[src/prio_bank_pkg.sv]
`default_nettype none
package prio_bank_pkg;
    // register word indices; byte address is four times the index
    localparam logic [3:0] IDX_EXT1 = 4'h5;
    localparam logic [3:0] IDX_TMR4 = 4'h6;
    localparam logic [3:0] IDX_SER2 = 4'h7;
    localparam logic [3:0] IDX_SPI2 = 4'h8;
    localparam logic [3:0] IDX_CAP = 4'h9;
    localparam logic [3:0] IDX_CMP5 = 4'ha;
    localparam logic [3:0] IDX_PAR = 4'hb;
    localparam logic [3:0] IDX_TW2 = 4'hc;
    localparam int NUM_SRC = 17;
    localparam int LVL_W = 3;
    localparam int REG_W = 16;
    // field low bit positions within a 16-bit register
    localparam int POS_HI = 12;
    localparam int POS_MH = 8;
    localparam int POS_ML = 4;
    localparam int POS_LO = 0;
    // level codes
    localparam logic [2:0] LVL_RESET = 3'h4;
    localparam logic [2:0] LVL_OFF = 3'h0;
    localparam logic [2:0] LVL_MIN = 3'h1;
    localparam logic [2:0] LVL_MAX = 3'h7;
    // source table: register index and field position per source
    localparam logic [3:0] SRC_IDX [NUM_SRC] = '{
        IDX_EXT1, IDX_TMR4, IDX_TMR4, IDX_TMR4, IDX_SER2, IDX_SER2, IDX_SER2, IDX_SER2,
        IDX_SPI2, IDX_SPI2, IDX_CAP, IDX_CAP, IDX_CAP, IDX_CMP5, IDX_PAR, IDX_TW2, IDX_TW2};
    localparam int SRC_POS [NUM_SRC] = '{
        POS_LO, POS_HI, POS_MH, POS_ML, POS_HI, POS_MH, POS_ML, POS_LO,
        POS_ML, POS_LO, POS_HI, POS_MH, POS_ML, POS_ML, POS_ML, POS_MH, POS_ML};
    // per-source level bundle
    typedef struct packed {
        logic [2:0] ext_irq1_level;
        logic [2:0] timer_four_level;
        logic [2:0] compare_four_level;
        logic [2:0] compare_three_level;
        logic [2:0] serial2_tx_level;
        logic [2:0] serial2_rx_level;
        logic [2:0] ext_irq2_level;
        logic [2:0] timer_five_level;
        logic [2:0] spi_two_event_level;
        logic [2:0] spi_two_fault_level;
        logic [2:0] capture_five_level;
        logic [2:0] capture_four_level;
        logic [2:0] capture_three_level;
        logic [2:0] compare_five_level;
        logic [2:0] parallel_port_level;
        logic [2:0] twowire2_master_level;
        logic [2:0] twowire2_slave_level;
    } level_bank_t;
endpackage
`default_nettype wire

[src/interrupt_priority_regs_b.sv]
// Implementation choices: the register offsets and the Wishbone slave port.
`timescale 1ns/1ps
`default_nettype none
// How it works
// - each source owns a 3-bit level field and code 7 is the top user level.
// - code 1 is the lowest active level of a source.
// - code 0 disables a source, flagged on source_enabled low.
// - every unimplemented bit, spacer bits included, reads as zero.
// - reset loads every field with binary 100.
// - every field bit is read/write and reads back the last written value.
// - external interrupt 1 sits at bits 2-0 of register five, bits 15-3 unused.
// - register six holds timer 4, compare 4 and compare 3 at 14-12, 10-8, 6-4.
// - register seven holds serial 2 tx, rx, ext 2 and timer 5 at 14-12, 10-8, 6-4, 2-0.
// - register eight holds spi 2 event at 6-4 and spi 2 fault at 2-0.
// - register nine holds capture 5, 4 and 3 at 14-12, 10-8, 6-4.
// - register ten holds compare 5 at 6-4 only.
// - register eleven holds the parallel port level at 6-4 only.
// - register twelve holds two-wire 2 master at 10-8 and slave at 6-4.
module interrupt_priority_regs_b (
    // clock and reset
    input wire logic sys_clk,
    input wire logic rst_n,
    // wishbone slave
    input wire logic wb_cyc_i,
    input wire logic wb_stb_i,
    input wire logic wb_we_i,
    input wire logic [5:0] wb_adr_i,
    input wire logic [3:0] wb_sel_i,
    input wire logic [31:0] wb_dat_i,
    output logic [31:0] wb_dat_o,
    output logic wb_ack_o,
    output logic wb_err_o,
    // level outputs to arbitration
    output prio_bank_pkg::level_bank_t levels,
    output logic [16:0] source_enabled
);
    import prio_bank_pkg::*;

    // address map: one 16-bit register per 32-bit word, word index in
    // address bits 5:2, registers five to twelve at byte 0x14 to 0x30
    // the upper half of every read word is zero and writes there are
    // dropped, since no field lives in it
    // each source keeps one 3-bit code and the code is the level itself:
    // 0 switches the source off, 1 is the lowest and 7 the highest level
    // the spacer bit above every field has no storage, so it reads zero
    // whatever software wrote into it
    // limitation: byte lanes 2 and 3 are ignored, and a word index outside
    // five to twelve is refused with an error rather than silently acked
    // trade-off: every answer costs one registered cycle, which keeps all
    // bus outputs straight from flip-flops at the price of a wait state

    // level code storage, one entry per source in source-table order
    logic [2:0] field [NUM_SRC];

    // bus decode terms
    logic [3:0] word_idx;
    logic req;
    logic hit;
    logic wr_req;
    logic rd_req;
    logic [1:0] lane_wr;

    // register words as software sees them, spacer bits included
    logic [15:0] word_ext1;
    logic [15:0] word_tmr4;
    logic [15:0] word_ser2;
    logic [15:0] word_spi2;
    logic [15:0] word_cap;
    logic [15:0] word_cmp5;
    logic [15:0] word_par;
    logic [15:0] word_tw2;
    logic [15:0] rd_word;

    // word index sits above the two byte-offset bits
    assign word_idx = wb_adr_i[5:2];

    // a new request only once the previous answer has dropped, so a
    // master that keeps stb up one cycle longer is not served twice
    assign req = wb_cyc_i && wb_stb_i && !wb_ack_o && !wb_err_o;

    // mapped words are the unbroken run from register five to twelve
    assign hit = (word_idx >= IDX_EXT1) && (word_idx <= IDX_TW2);

    // accepted requests split by direction; only mapped words count
    assign wr_req = req && hit && wb_we_i;
    assign rd_req = req && hit && !wb_we_i;

    // byte lane write enables; lanes 2 and 3 carry no fields
    assign lane_wr[0] = wr_req && wb_sel_i[0];
    assign lane_wr[1] = wr_req && wb_sel_i[1];

    // one level field per source, placed by the source table
    genvar g;
    generate
        for (g = 0; g < NUM_SRC; g++) begin : g_src
            localparam int P = SRC_POS[g];
            logic lane_ok;
            logic field_wr;

            // field sits in byte lane 1 when above bit 7, else lane 0
            assign lane_ok = (P >= 8) ? lane_wr[1] : lane_wr[0];

            // only the three field bits are taken from the write data;
            // a lane-masked write keeps the field as it was
            assign field_wr = lane_ok && (word_idx == SRC_IDX[g]);

            // reset lands on code 4, the middle of the user range, so no
            // source is disabled before software has touched the bank
            always_ff @(posedge sys_clk or negedge rst_n) begin
                if (!rst_n) begin
                    field[g] <= LVL_RESET;
                end else if (field_wr) begin
                    field[g] <= wb_dat_i[P +: LVL_W];
                end
            end
        end
    endgenerate

    // read words are built field by field from the package positions;
    // every bit not named here stays zero
    // register five: external interrupt 1 only
    always_comb begin
        word_ext1 = 16'h0000;
        // external interrupt 1
        word_ext1[POS_LO +: LVL_W] = field[0];
    end

    // register six: timer 4, compare 4, compare 3; low nibble unused
    always_comb begin
        word_tmr4 = 16'h0000;
        // timer 4
        word_tmr4[POS_HI +: LVL_W] = field[1];
        // compare 4
        word_tmr4[POS_MH +: LVL_W] = field[2];
        // compare 3
        word_tmr4[POS_ML +: LVL_W] = field[3];
    end

    // register seven: all four field slots in use
    always_comb begin
        word_ser2 = 16'h0000;
        // serial 2 transmit
        word_ser2[POS_HI +: LVL_W] = field[4];
        // serial 2 receive
        word_ser2[POS_MH +: LVL_W] = field[5];
        // external interrupt 2
        word_ser2[POS_ML +: LVL_W] = field[6];
        // timer 5
        word_ser2[POS_LO +: LVL_W] = field[7];
    end

    // register eight: spi 2 event and fault in the low byte
    always_comb begin
        word_spi2 = 16'h0000;
        // spi 2 event
        word_spi2[POS_ML +: LVL_W] = field[8];
        // spi 2 fault
        word_spi2[POS_LO +: LVL_W] = field[9];
    end

    // register nine: capture 5, 4 and 3; low nibble unused
    always_comb begin
        word_cap = 16'h0000;
        // capture 5
        word_cap[POS_HI +: LVL_W] = field[10];
        // capture 4
        word_cap[POS_MH +: LVL_W] = field[11];
        // capture 3
        word_cap[POS_ML +: LVL_W] = field[12];
    end

    // register ten: compare 5 only
    always_comb begin
        word_cmp5 = 16'h0000;
        // compare 5
        word_cmp5[POS_ML +: LVL_W] = field[13];
    end

    // register eleven: parallel port only
    always_comb begin
        word_par = 16'h0000;
        // parallel port
        word_par[POS_ML +: LVL_W] = field[14];
    end

    // register twelve: two-wire 2 master and slave
    always_comb begin
        word_tw2 = 16'h0000;
        // two-wire 2 master
        word_tw2[POS_MH +: LVL_W] = field[15];
        // two-wire 2 slave
        word_tw2[POS_ML +: LVL_W] = field[16];
    end

    // read select by word index; an unmapped index reads zero and the
    // answer block flags it with an error anyway
    always_comb begin
        case (word_idx)
            IDX_EXT1: rd_word = word_ext1;
            IDX_TMR4: rd_word = word_tmr4;
            IDX_SER2: rd_word = word_ser2;
            IDX_SPI2: rd_word = word_spi2;
            IDX_CAP: rd_word = word_cap;
            IDX_CMP5: rd_word = word_cmp5;
            IDX_PAR: rd_word = word_par;
            IDX_TW2: rd_word = word_tw2;
            default: rd_word = 16'h0000;
        endcase
    end

    // acknowledge one cycle after a mapped request is taken; the req
    // term already holds off while the previous answer stands, so ack
    // is a single-cycle pulse even when stb lingers
    always_ff @(posedge sys_clk or negedge rst_n) begin
        if (!rst_n) begin
            wb_ack_o <= 1'b0;
        end else begin
            wb_ack_o <= req && hit;
        end
    end

    // error one cycle after a request to a word outside the bank; such
    // a request changes nothing, so software can probe the map safely
    // without disturbing any level
    always_ff @(posedge sys_clk or negedge rst_n) begin
        if (!rst_n) begin
            wb_err_o <= 1'b0;
        end else begin
            wb_err_o <= req && !hit;
        end
    end

    // read data stands only with its ack and is zero otherwise, so a
    // stale word never lingers on the bus after the answer; writes
    // answer with zero data as well
    // the upper half is always zero because no register is wider
    always_ff @(posedge sys_clk or negedge rst_n) begin
        if (!rst_n) begin
            wb_dat_o <= 32'h0000_0000;
        end else begin
            wb_dat_o <= rd_req ? {16'h0000, rd_word} : 32'h0000_0000;
        end
    end

    // registered copies toward arbitration; the level code itself is the
    // ranking, so the arbiter compares raw codes and a higher code wins
    // the copy lags the field by one cycle, which keeps the outputs
    // straight from flip-flops
    always_ff @(posedge sys_clk or negedge rst_n) begin
        if (!rst_n) begin
            // register five
            levels.ext_irq1_level <= LVL_RESET;

            // register six
            levels.timer_four_level <= LVL_RESET;
            levels.compare_four_level <= LVL_RESET;
            levels.compare_three_level <= LVL_RESET;

            // register seven
            levels.serial2_tx_level <= LVL_RESET;
            levels.serial2_rx_level <= LVL_RESET;
            levels.ext_irq2_level <= LVL_RESET;
            levels.timer_five_level <= LVL_RESET;

            // register eight
            levels.spi_two_event_level <= LVL_RESET;
            levels.spi_two_fault_level <= LVL_RESET;

            // register nine
            levels.capture_five_level <= LVL_RESET;
            levels.capture_four_level <= LVL_RESET;
            levels.capture_three_level <= LVL_RESET;

            // register ten
            levels.compare_five_level <= LVL_RESET;

            // register eleven
            levels.parallel_port_level <= LVL_RESET;

            // register twelve
            levels.twowire2_master_level <= LVL_RESET;
            levels.twowire2_slave_level <= LVL_RESET;
        end else begin
            // external interrupt 1
            levels.ext_irq1_level <= field[0];

            // timer 4
            levels.timer_four_level <= field[1];
            // compare 4
            levels.compare_four_level <= field[2];
            // compare 3
            levels.compare_three_level <= field[3];

            // serial 2 transmit
            levels.serial2_tx_level <= field[4];
            // serial 2 receive
            levels.serial2_rx_level <= field[5];
            // external interrupt 2
            levels.ext_irq2_level <= field[6];
            // timer 5
            levels.timer_five_level <= field[7];

            // spi 2 event
            levels.spi_two_event_level <= field[8];
            // spi 2 fault
            levels.spi_two_fault_level <= field[9];

            // capture 5
            levels.capture_five_level <= field[10];
            // capture 4
            levels.capture_four_level <= field[11];
            // capture 3
            levels.capture_three_level <= field[12];

            // compare 5
            levels.compare_five_level <= field[13];

            // parallel port
            levels.parallel_port_level <= field[14];

            // two-wire 2 master
            levels.twowire2_master_level <= field[15];
            // two-wire 2 slave
            levels.twowire2_slave_level <= field[16];
        end
    end

    // enable flags, highest bit for the first source; code 0 clears the
    // flag so the arbiter can skip a disabled source without decoding it
    // reset sets every flag because every field resets to a live code
    always_ff @(posedge sys_clk or negedge rst_n) begin
        if (!rst_n) begin
            source_enabled <= '1;
        end else begin
            for (int i = 0; i < NUM_SRC; i++) begin
                source_enabled[NUM_SRC-1-i] <= (field[i] != LVL_OFF);
            end
        end
    end
endmodule
`default_nettype wire

[config.mk]
export PLATFORM = sky130hd
export DESIGN_NAME = interrupt_priority_regs_b
export DESIGN_NICKNAME = d
export VERILOG_FILES = /design/src/prio_bank_pkg.sv /design/src/interrupt_priority_regs_b.sv
export SDC_FILE = /design/constraint.sdc
export NUM_CORES = 1
export LEC_CHECK = 0
export ABC_AREA = 1
export CAP_MARGIN = 20
export CORE_ASPECT_RATIO = 0.8
export CORE_MARGIN = 5
export CORE_UTILIZATION = 31
export CTS_CLUSTER_DIAMETER = 120
export CTS_CLUSTER_SIZE = 20
export DETAILED_ROUTE_END_ITERATION = 16
export DONT_BUFFER_PORTS = 1
export MAX_ROUTING_LAYER = met4
export SLEW_MARGIN = 40
export SYNTH_ARGS = -nofsm -noshare
export SYNTH_HDL_FRONTEND = slang
export SYNTH_SLANG_ARGS = --single-unit
[constraint.sdc]
create_clock -name sys_clk -period 3.7 [get_ports sys_clk]
set_input_delay 0.74 -clock sys_clk [delete_from_list [all_inputs] [get_ports sys_clk]]
set_output_delay 0.74 -clock sys_clk [all_outputs]
set_load 0.02 [all_outputs]
==> results.toml, run 1 <==
[synthesis]
syn_area_um2 = 5130
syn_area_per_cell_um2 = 10.3
synth_area_leaders = "dfrtp_1 40%, dfstp_2 26%, nand2_1 9.4%"
ys_types = 25
synth_seq_cells = 133
ys_warn_count = 0
synth_cells = 498
synth_area_leader_cell = "dfrtp_1"
synth.top_cell.area_share_pct = 40.0
yosysSeqAreaShare_pct = 66.2

[grt]
antenna_found_initial = 0
first_global_vias = 3442
track_usage_pct = 13.9
grt_max_degree = 129
grt_pass1_wl_um = 19600
overflow = 0

[placed_design]
placed_cells = 706
port_buffers = 0
gp_congestion = 0.814
hpwl_um = 9000

[timing]
setup_tns_ns = 0
clock.fmax_mhz = 449
fin_crit_sh_pct = 60.2
worst_slew_pin_slew_ns = 0.728
hold_viol = 0
rsz0062_at_grt = "false"
fin_crit_ns = 2.23
final_max_slew_viol_count = 0
setup_violations = 0
slew-limit-headroom_pct = 51.4
fin_skew_ns = 0.00693

[clocking]
cts_hold_buf = 1
cts_htree_levels = 4
clkLatencyLatePin_ns = 0.41
cts_root_buffer = "clkbuf_16"
cts.sink_count = 133
post_cts_buffers = 0
clk_pin_slew_ns = 0.06
cts-buffers-inserted = 17
cts_resized = 0
cts_tree = "built"
clockBufferDepth = 2

[critical_path]
crit_arrival_ns = 2.52
max_stage_delay_ns = 0.58
required_ns = 3.99
crit_top_cell = "nand2_1"
path_class = "reg2reg"
cp_max_fo = 12
cpMaxStageDelayCell = "nor2_2"
cp-end-kind = "flip-flop"
cp_top_family = "simple AND/OR/NAND/NOR gates"
path_cells = "inv_1 -> nand2_1 -> nor2_1 -> nand3_1 -> nor2_2 -> nand3_1 -> nand2_1 -> nand2_1"
cp_num_buf_inv = 1
cp-start-kind = "flip-flop"

[status]
status = "finished clean"

[hold_path]
hp-class = "in2async"

[die]
die-area_um2 = 19200
rows = 42
start_util_pct = 31.3
fp.dieW_um = 154
die_h_um = 125
core-area_um2 = 16400
io_pins = 149

[layout]
multi_input_area_um2 = 1360
final_layout_size_suffix_gt1_share_pct = 19.1
area_growth_pct = 14.3
regArea_um2 = 3390
fillers = 1622
final_util_pct = 35.7
num_antenna_cells = 0
nets = 553
finalNonFillerCells = 739

[drt]
drcViolationCount = 0
num_vias = 3357
drtPass1Iterations = 4
ant_nets = 0
routedWlPerCell_um = 16.9
viasPerCell = 4.54
wl_um = 12500
drt_iter0_drc = 246

[power_and_ir_drop]
power.total_mw = 3.48
p_per_area_nw_per_um2 = 594
leakage_nw = 2.80
ir_drop_uv = 248

[flow_run]
cap_violations = 0
-- cells in the final DEF, fill, tap and decap left out, types with 5 or more instances in the layout --
cell	synthesis	final
o22ai_1	12	12
nand3_1	73	73
nand2_1	128	128
dfrtp_1	82	82
inv_1	50	50
conb_1	1	20
a21oi_1	9	9
clkbuf_16	0	17
dfstp_2	51	51
nor2_1	31	31
nand3_2	5	5
o21ai_0	5	5
-- power breakdown --
group / internal [mW] / leakage (nW) / switching, mW
Sequential: 1.56 / 1.66 / 0.107
Clock: 1.09 / 0.288 / 0.612
Combinational: 0.0298 / 0.853 / 0.0797
-- cells by family (layout without fill, tap and decap cells) --
family                 after synthesis  in the layout  share of synthesized area (%)
flip-flops                         133            133                           66.2
buffers and inverters               85             87                           8.66
AND/OR/NAND/NOR                    253            253                           22.3
other                                1             20                         0.0731
AO/OA/AOI/OAI                       26             26                           2.83
-- state kept, by name, summed over array words and instances, names as in the netlist --
name,flops
source_enabled,17
levels,51
wb_err_o,1
wb_dat_o,12
field,51
wb_ack_o,1
-- stage by stage --
step / area (µm²) / hold WS [ns] / setup slack (ns)
final: 5860 / 0.0394 / 1.47
after global routing: 5860 / 0.00517 / 1.21
after CTS: 5860 / 0.00231 / 1.41
after detailed placement: 5240 / 0.370 / 1.21
after global placement: 5240 / 0.368 / 1.23
after floorplan: 5200 / 0.361 / 1.87
-- cell usage after synthesis --
cell,n
inv_1,50
nand3_2,5
nor2_2,1
nand3_1,73
o22ai_1,12
nand2_1,128
buf_2,4
buf_6,5
nor3_2,1
clkbuf_1,2
or3_1,4
buf_4,22
inv_2,2
a21oi_1,9
nor2_4,3
nand2_4,1
conb_1,1
nor3_1,3
nand4_1,1
nor3_4,1
nand2_2,1
dfstp_2,51
dfrtp_1,82
nor2_1,31
o21ai_0,5
-- per-layer routing --
layer	track usage (%)	vias up	part of all wire, %
li1	-	1560	-
met1	17.0	1652	42
met2	19.9	132	46
met3	7.18	13	11
met4	4.62	0	1.1
met5	-	-	0
-- worst paths after layout --
kind	slack [ns]	startpoint	cells past startpoint	endpoint
setup / recovery	1.47	wb_err_o$_DFF_PN0_	8	field[16]$_DFFE_PN0P_
min in group sys_clk	0.38	field[26]$_DFFE_PN1P_	0	levels[26]$_DFF_PN1_
hold / removal	0.04	rst_n	0	field[3]$_DFFE_PN0P_
max in group asynchronous	2.79	rst_n	1	field[12]$_DFFE_PN0P_
setup reg to reg	1.47	wb_err_o$_DFF_PN0_	8	field[16]$_DFFE_PN0P_
hold reg to reg	0.38	field[26]$_DFFE_PN1P_	0	levels[26]$_DFF_PN1_
-- final cells by class --
cell class / count / share of cell area (%)
well taps: 220 / 4.70
inverters: 52 / 3.33
clock buffers: 20 / 7.79
multi-input cells: 299 / 23.3
flip-flops and latches: 133 / 57.9
clock inverters: 12 / 2.61
repair buffers: 3 / 0.427
Note: power is estimated with default switching activity, not from simulation.
==> inputs of run 2 (changes only) <==
Clock period 3.7 ns to 1.93 ns, I/O delays scaled along.
==> results.toml, run 2 (synthesized netlist as in run 1, its figures left out) <==
[status]
status = "complete, but fails checks"
violations = "hold timing"

[timing]
fin_skew_ns = 0.00643
whs_ns = -0.333
final_max_slew_viol_count = 0
clock.fmax_mhz = 607
fin_crit_sh_pct = 85.3
setup_tns_ns = 0
hold_viol = 133
setup_violations = 0
rsz0062_at_grt = "false"
fin_crit_ns = 1.65

[die]
die-area_um2 = 19200
io_pins = 149
die_h_um = 125
start_util_pct = 31.3
core-area_um2 = 16400
rows = 42
fp.dieW_um = 154

[power_and_ir_drop]
ir_drop_uv = 504
leakage_nw = 2.87
power.total_mw = 6.82
p_per_area_nw_per_um2 = 1150

[grt]
track_usage_pct = 13.9
overflow = 0
grt_max_degree = 134
first_global_vias = 3459
antenna_found_initial = 0
grt_pass1_wl_um = 19700

[critical_path]
r2r_cells = 9
cp_max_fo = 6
required_ns = 2.23
crit_arrival_ns = 1.95
path_class = "reg2reg"
cp-end-kind = "flip-flop"
cp-start-kind = "flip-flop"

[layout]
reg_top3 = "field x51, levels x51, source_enabled x17"
area_growth_pct = 15.9
fillers = 1647
final_common_cell = "nand2_1"
num_antenna_cells = 0
design_area_um2 = 5940
final_layout_size_suffix_gt1_share_pct = 20.3
final_cell_mix = "128 x nand2_1, 82 x dfrtp_1, 73 x nand3_1, 51 x dfstp_2, 50 x inv_1"
final_util_pct = 36.2
nets = 562
finalNonFillerCells = 748

[placed_design]
place_area_um2 = 5320
port_buffers = 0
hpwl_um = 9090
gp_congestion = 0.823
placed_cells = 716

[drt]
wl_um = 12500
drcViolationCount = 0
viasPerCell = 4.56
routedWlPerCell_um = 16.7
drt_iter0_drc = 232
drtPass1Iterations = 5
ant_nets = 0
num_vias = 3411

[clocking]
cts_tree = "built"
clkLatencyLatePin_ns = 0.42
cts_root_buffer = "clkbuf_16"
clk_pin_slew_ns = 0.06
cts_htree_levels = 4
clockBufferDepth = 2
post_cts_buffers = 0
cts.sink_count = 133
cts-buffers-inserted = 17

[hold_path]
hp-class = "in2async"

[flow_run]
cap_violations = 0
## run 2: changes by cell type in the layout (fill, tap and decap cells not counted)
cell / change
buf_4: +10
clkbuf_1: +2
clkinvlp_4: -2
bufinv_16: +1
clkbuf_8: +1
clkinv_4: -1
dlygate4sd3_1: -1
inv_6: -1
## run 2: through the flow
step                      hold slack (ns)  worst slack [ns]
after floorplan                    0.0904             0.456
after global placement             0.0978             0.307
after detailed placement           0.0974             0.280
after CTS                          -0.355             0.286
after global routing               -0.365            0.0994
final                              -0.333             0.283
## run 2: timing repair
action / 4_1_cts / 5_1_grt
gates resized for setup: 0 / 0
endpoints found under the setup margin: 0 / 0
hold endpoints to repair: 133 / 133
## run 2: final cells by class
class	count	area (µm²)	share of cell area [%]
well taps	220	275	4.63
inverters	52	195	3.28
multi-input cells	299	1360	22.9
flip-flops and latches	133	3390	57.1
clock buffers	23	478	8.04
clock inverters	9	150	2.53
repair buffers	12	90.1	1.52
## run 2: worst max-delay path, stage by stage, from the launching register on
cell and delay (ns):
dfrtp_1 0.37, inv_1 0.05, nand2_1 0.06, nor2_1 0.15, nand3_1 0.14, nor2_2 0.14, buf_4 0.16, nand3_1 0.26
nand2_1 0.14, nand2_1 0.06
## run 2: metal layers
metal | global-route usage [%] | vias to the layer above | part of all wire, %
li1 | - | 1578 | -
met1 | 17.0 | 1671 | 42
met2 | 20.1 | 151 | 45
met3 | 7.60 | 11 | 12
met4 | 3.79 | 0 | 1.0
met5 | - | - | 0
## run 2: power by group
group / internal (mW) / switching, mW
Clock: 2.26 / 1.15
Combinational: 0.0642 / 0.156
Sequential: 2.99 / 0.203
Total: 5.31 / 1.51
## run 2: worst paths after layout
| check | start | slack [ns] | end |
|---|---|---|---|
| max reg2reg | wb_ack_o$_DFF_PN0_ | 0.28 | field[16]$_DFFE_PN0P_ |
| max | wb_ack_o$_DFF_PN0_ | 0.28 | field[16]$_DFFE_PN0P_ |
| min in group sys_clk | wb_dat_i[2] | 0.08 | field[29]$_DFFE_PN1P_ |
| min | rst_n | -0.33 | field[13]$_DFFE_PN0P_ |
| max in group asynchronous | rst_n | 2.04 | source_enabled[6]$_DFF_PN1_ |
| min reg2reg | field[41]$_DFFE_PN1P_ | 0.38 | levels[41]$_DFF_PN1_ |
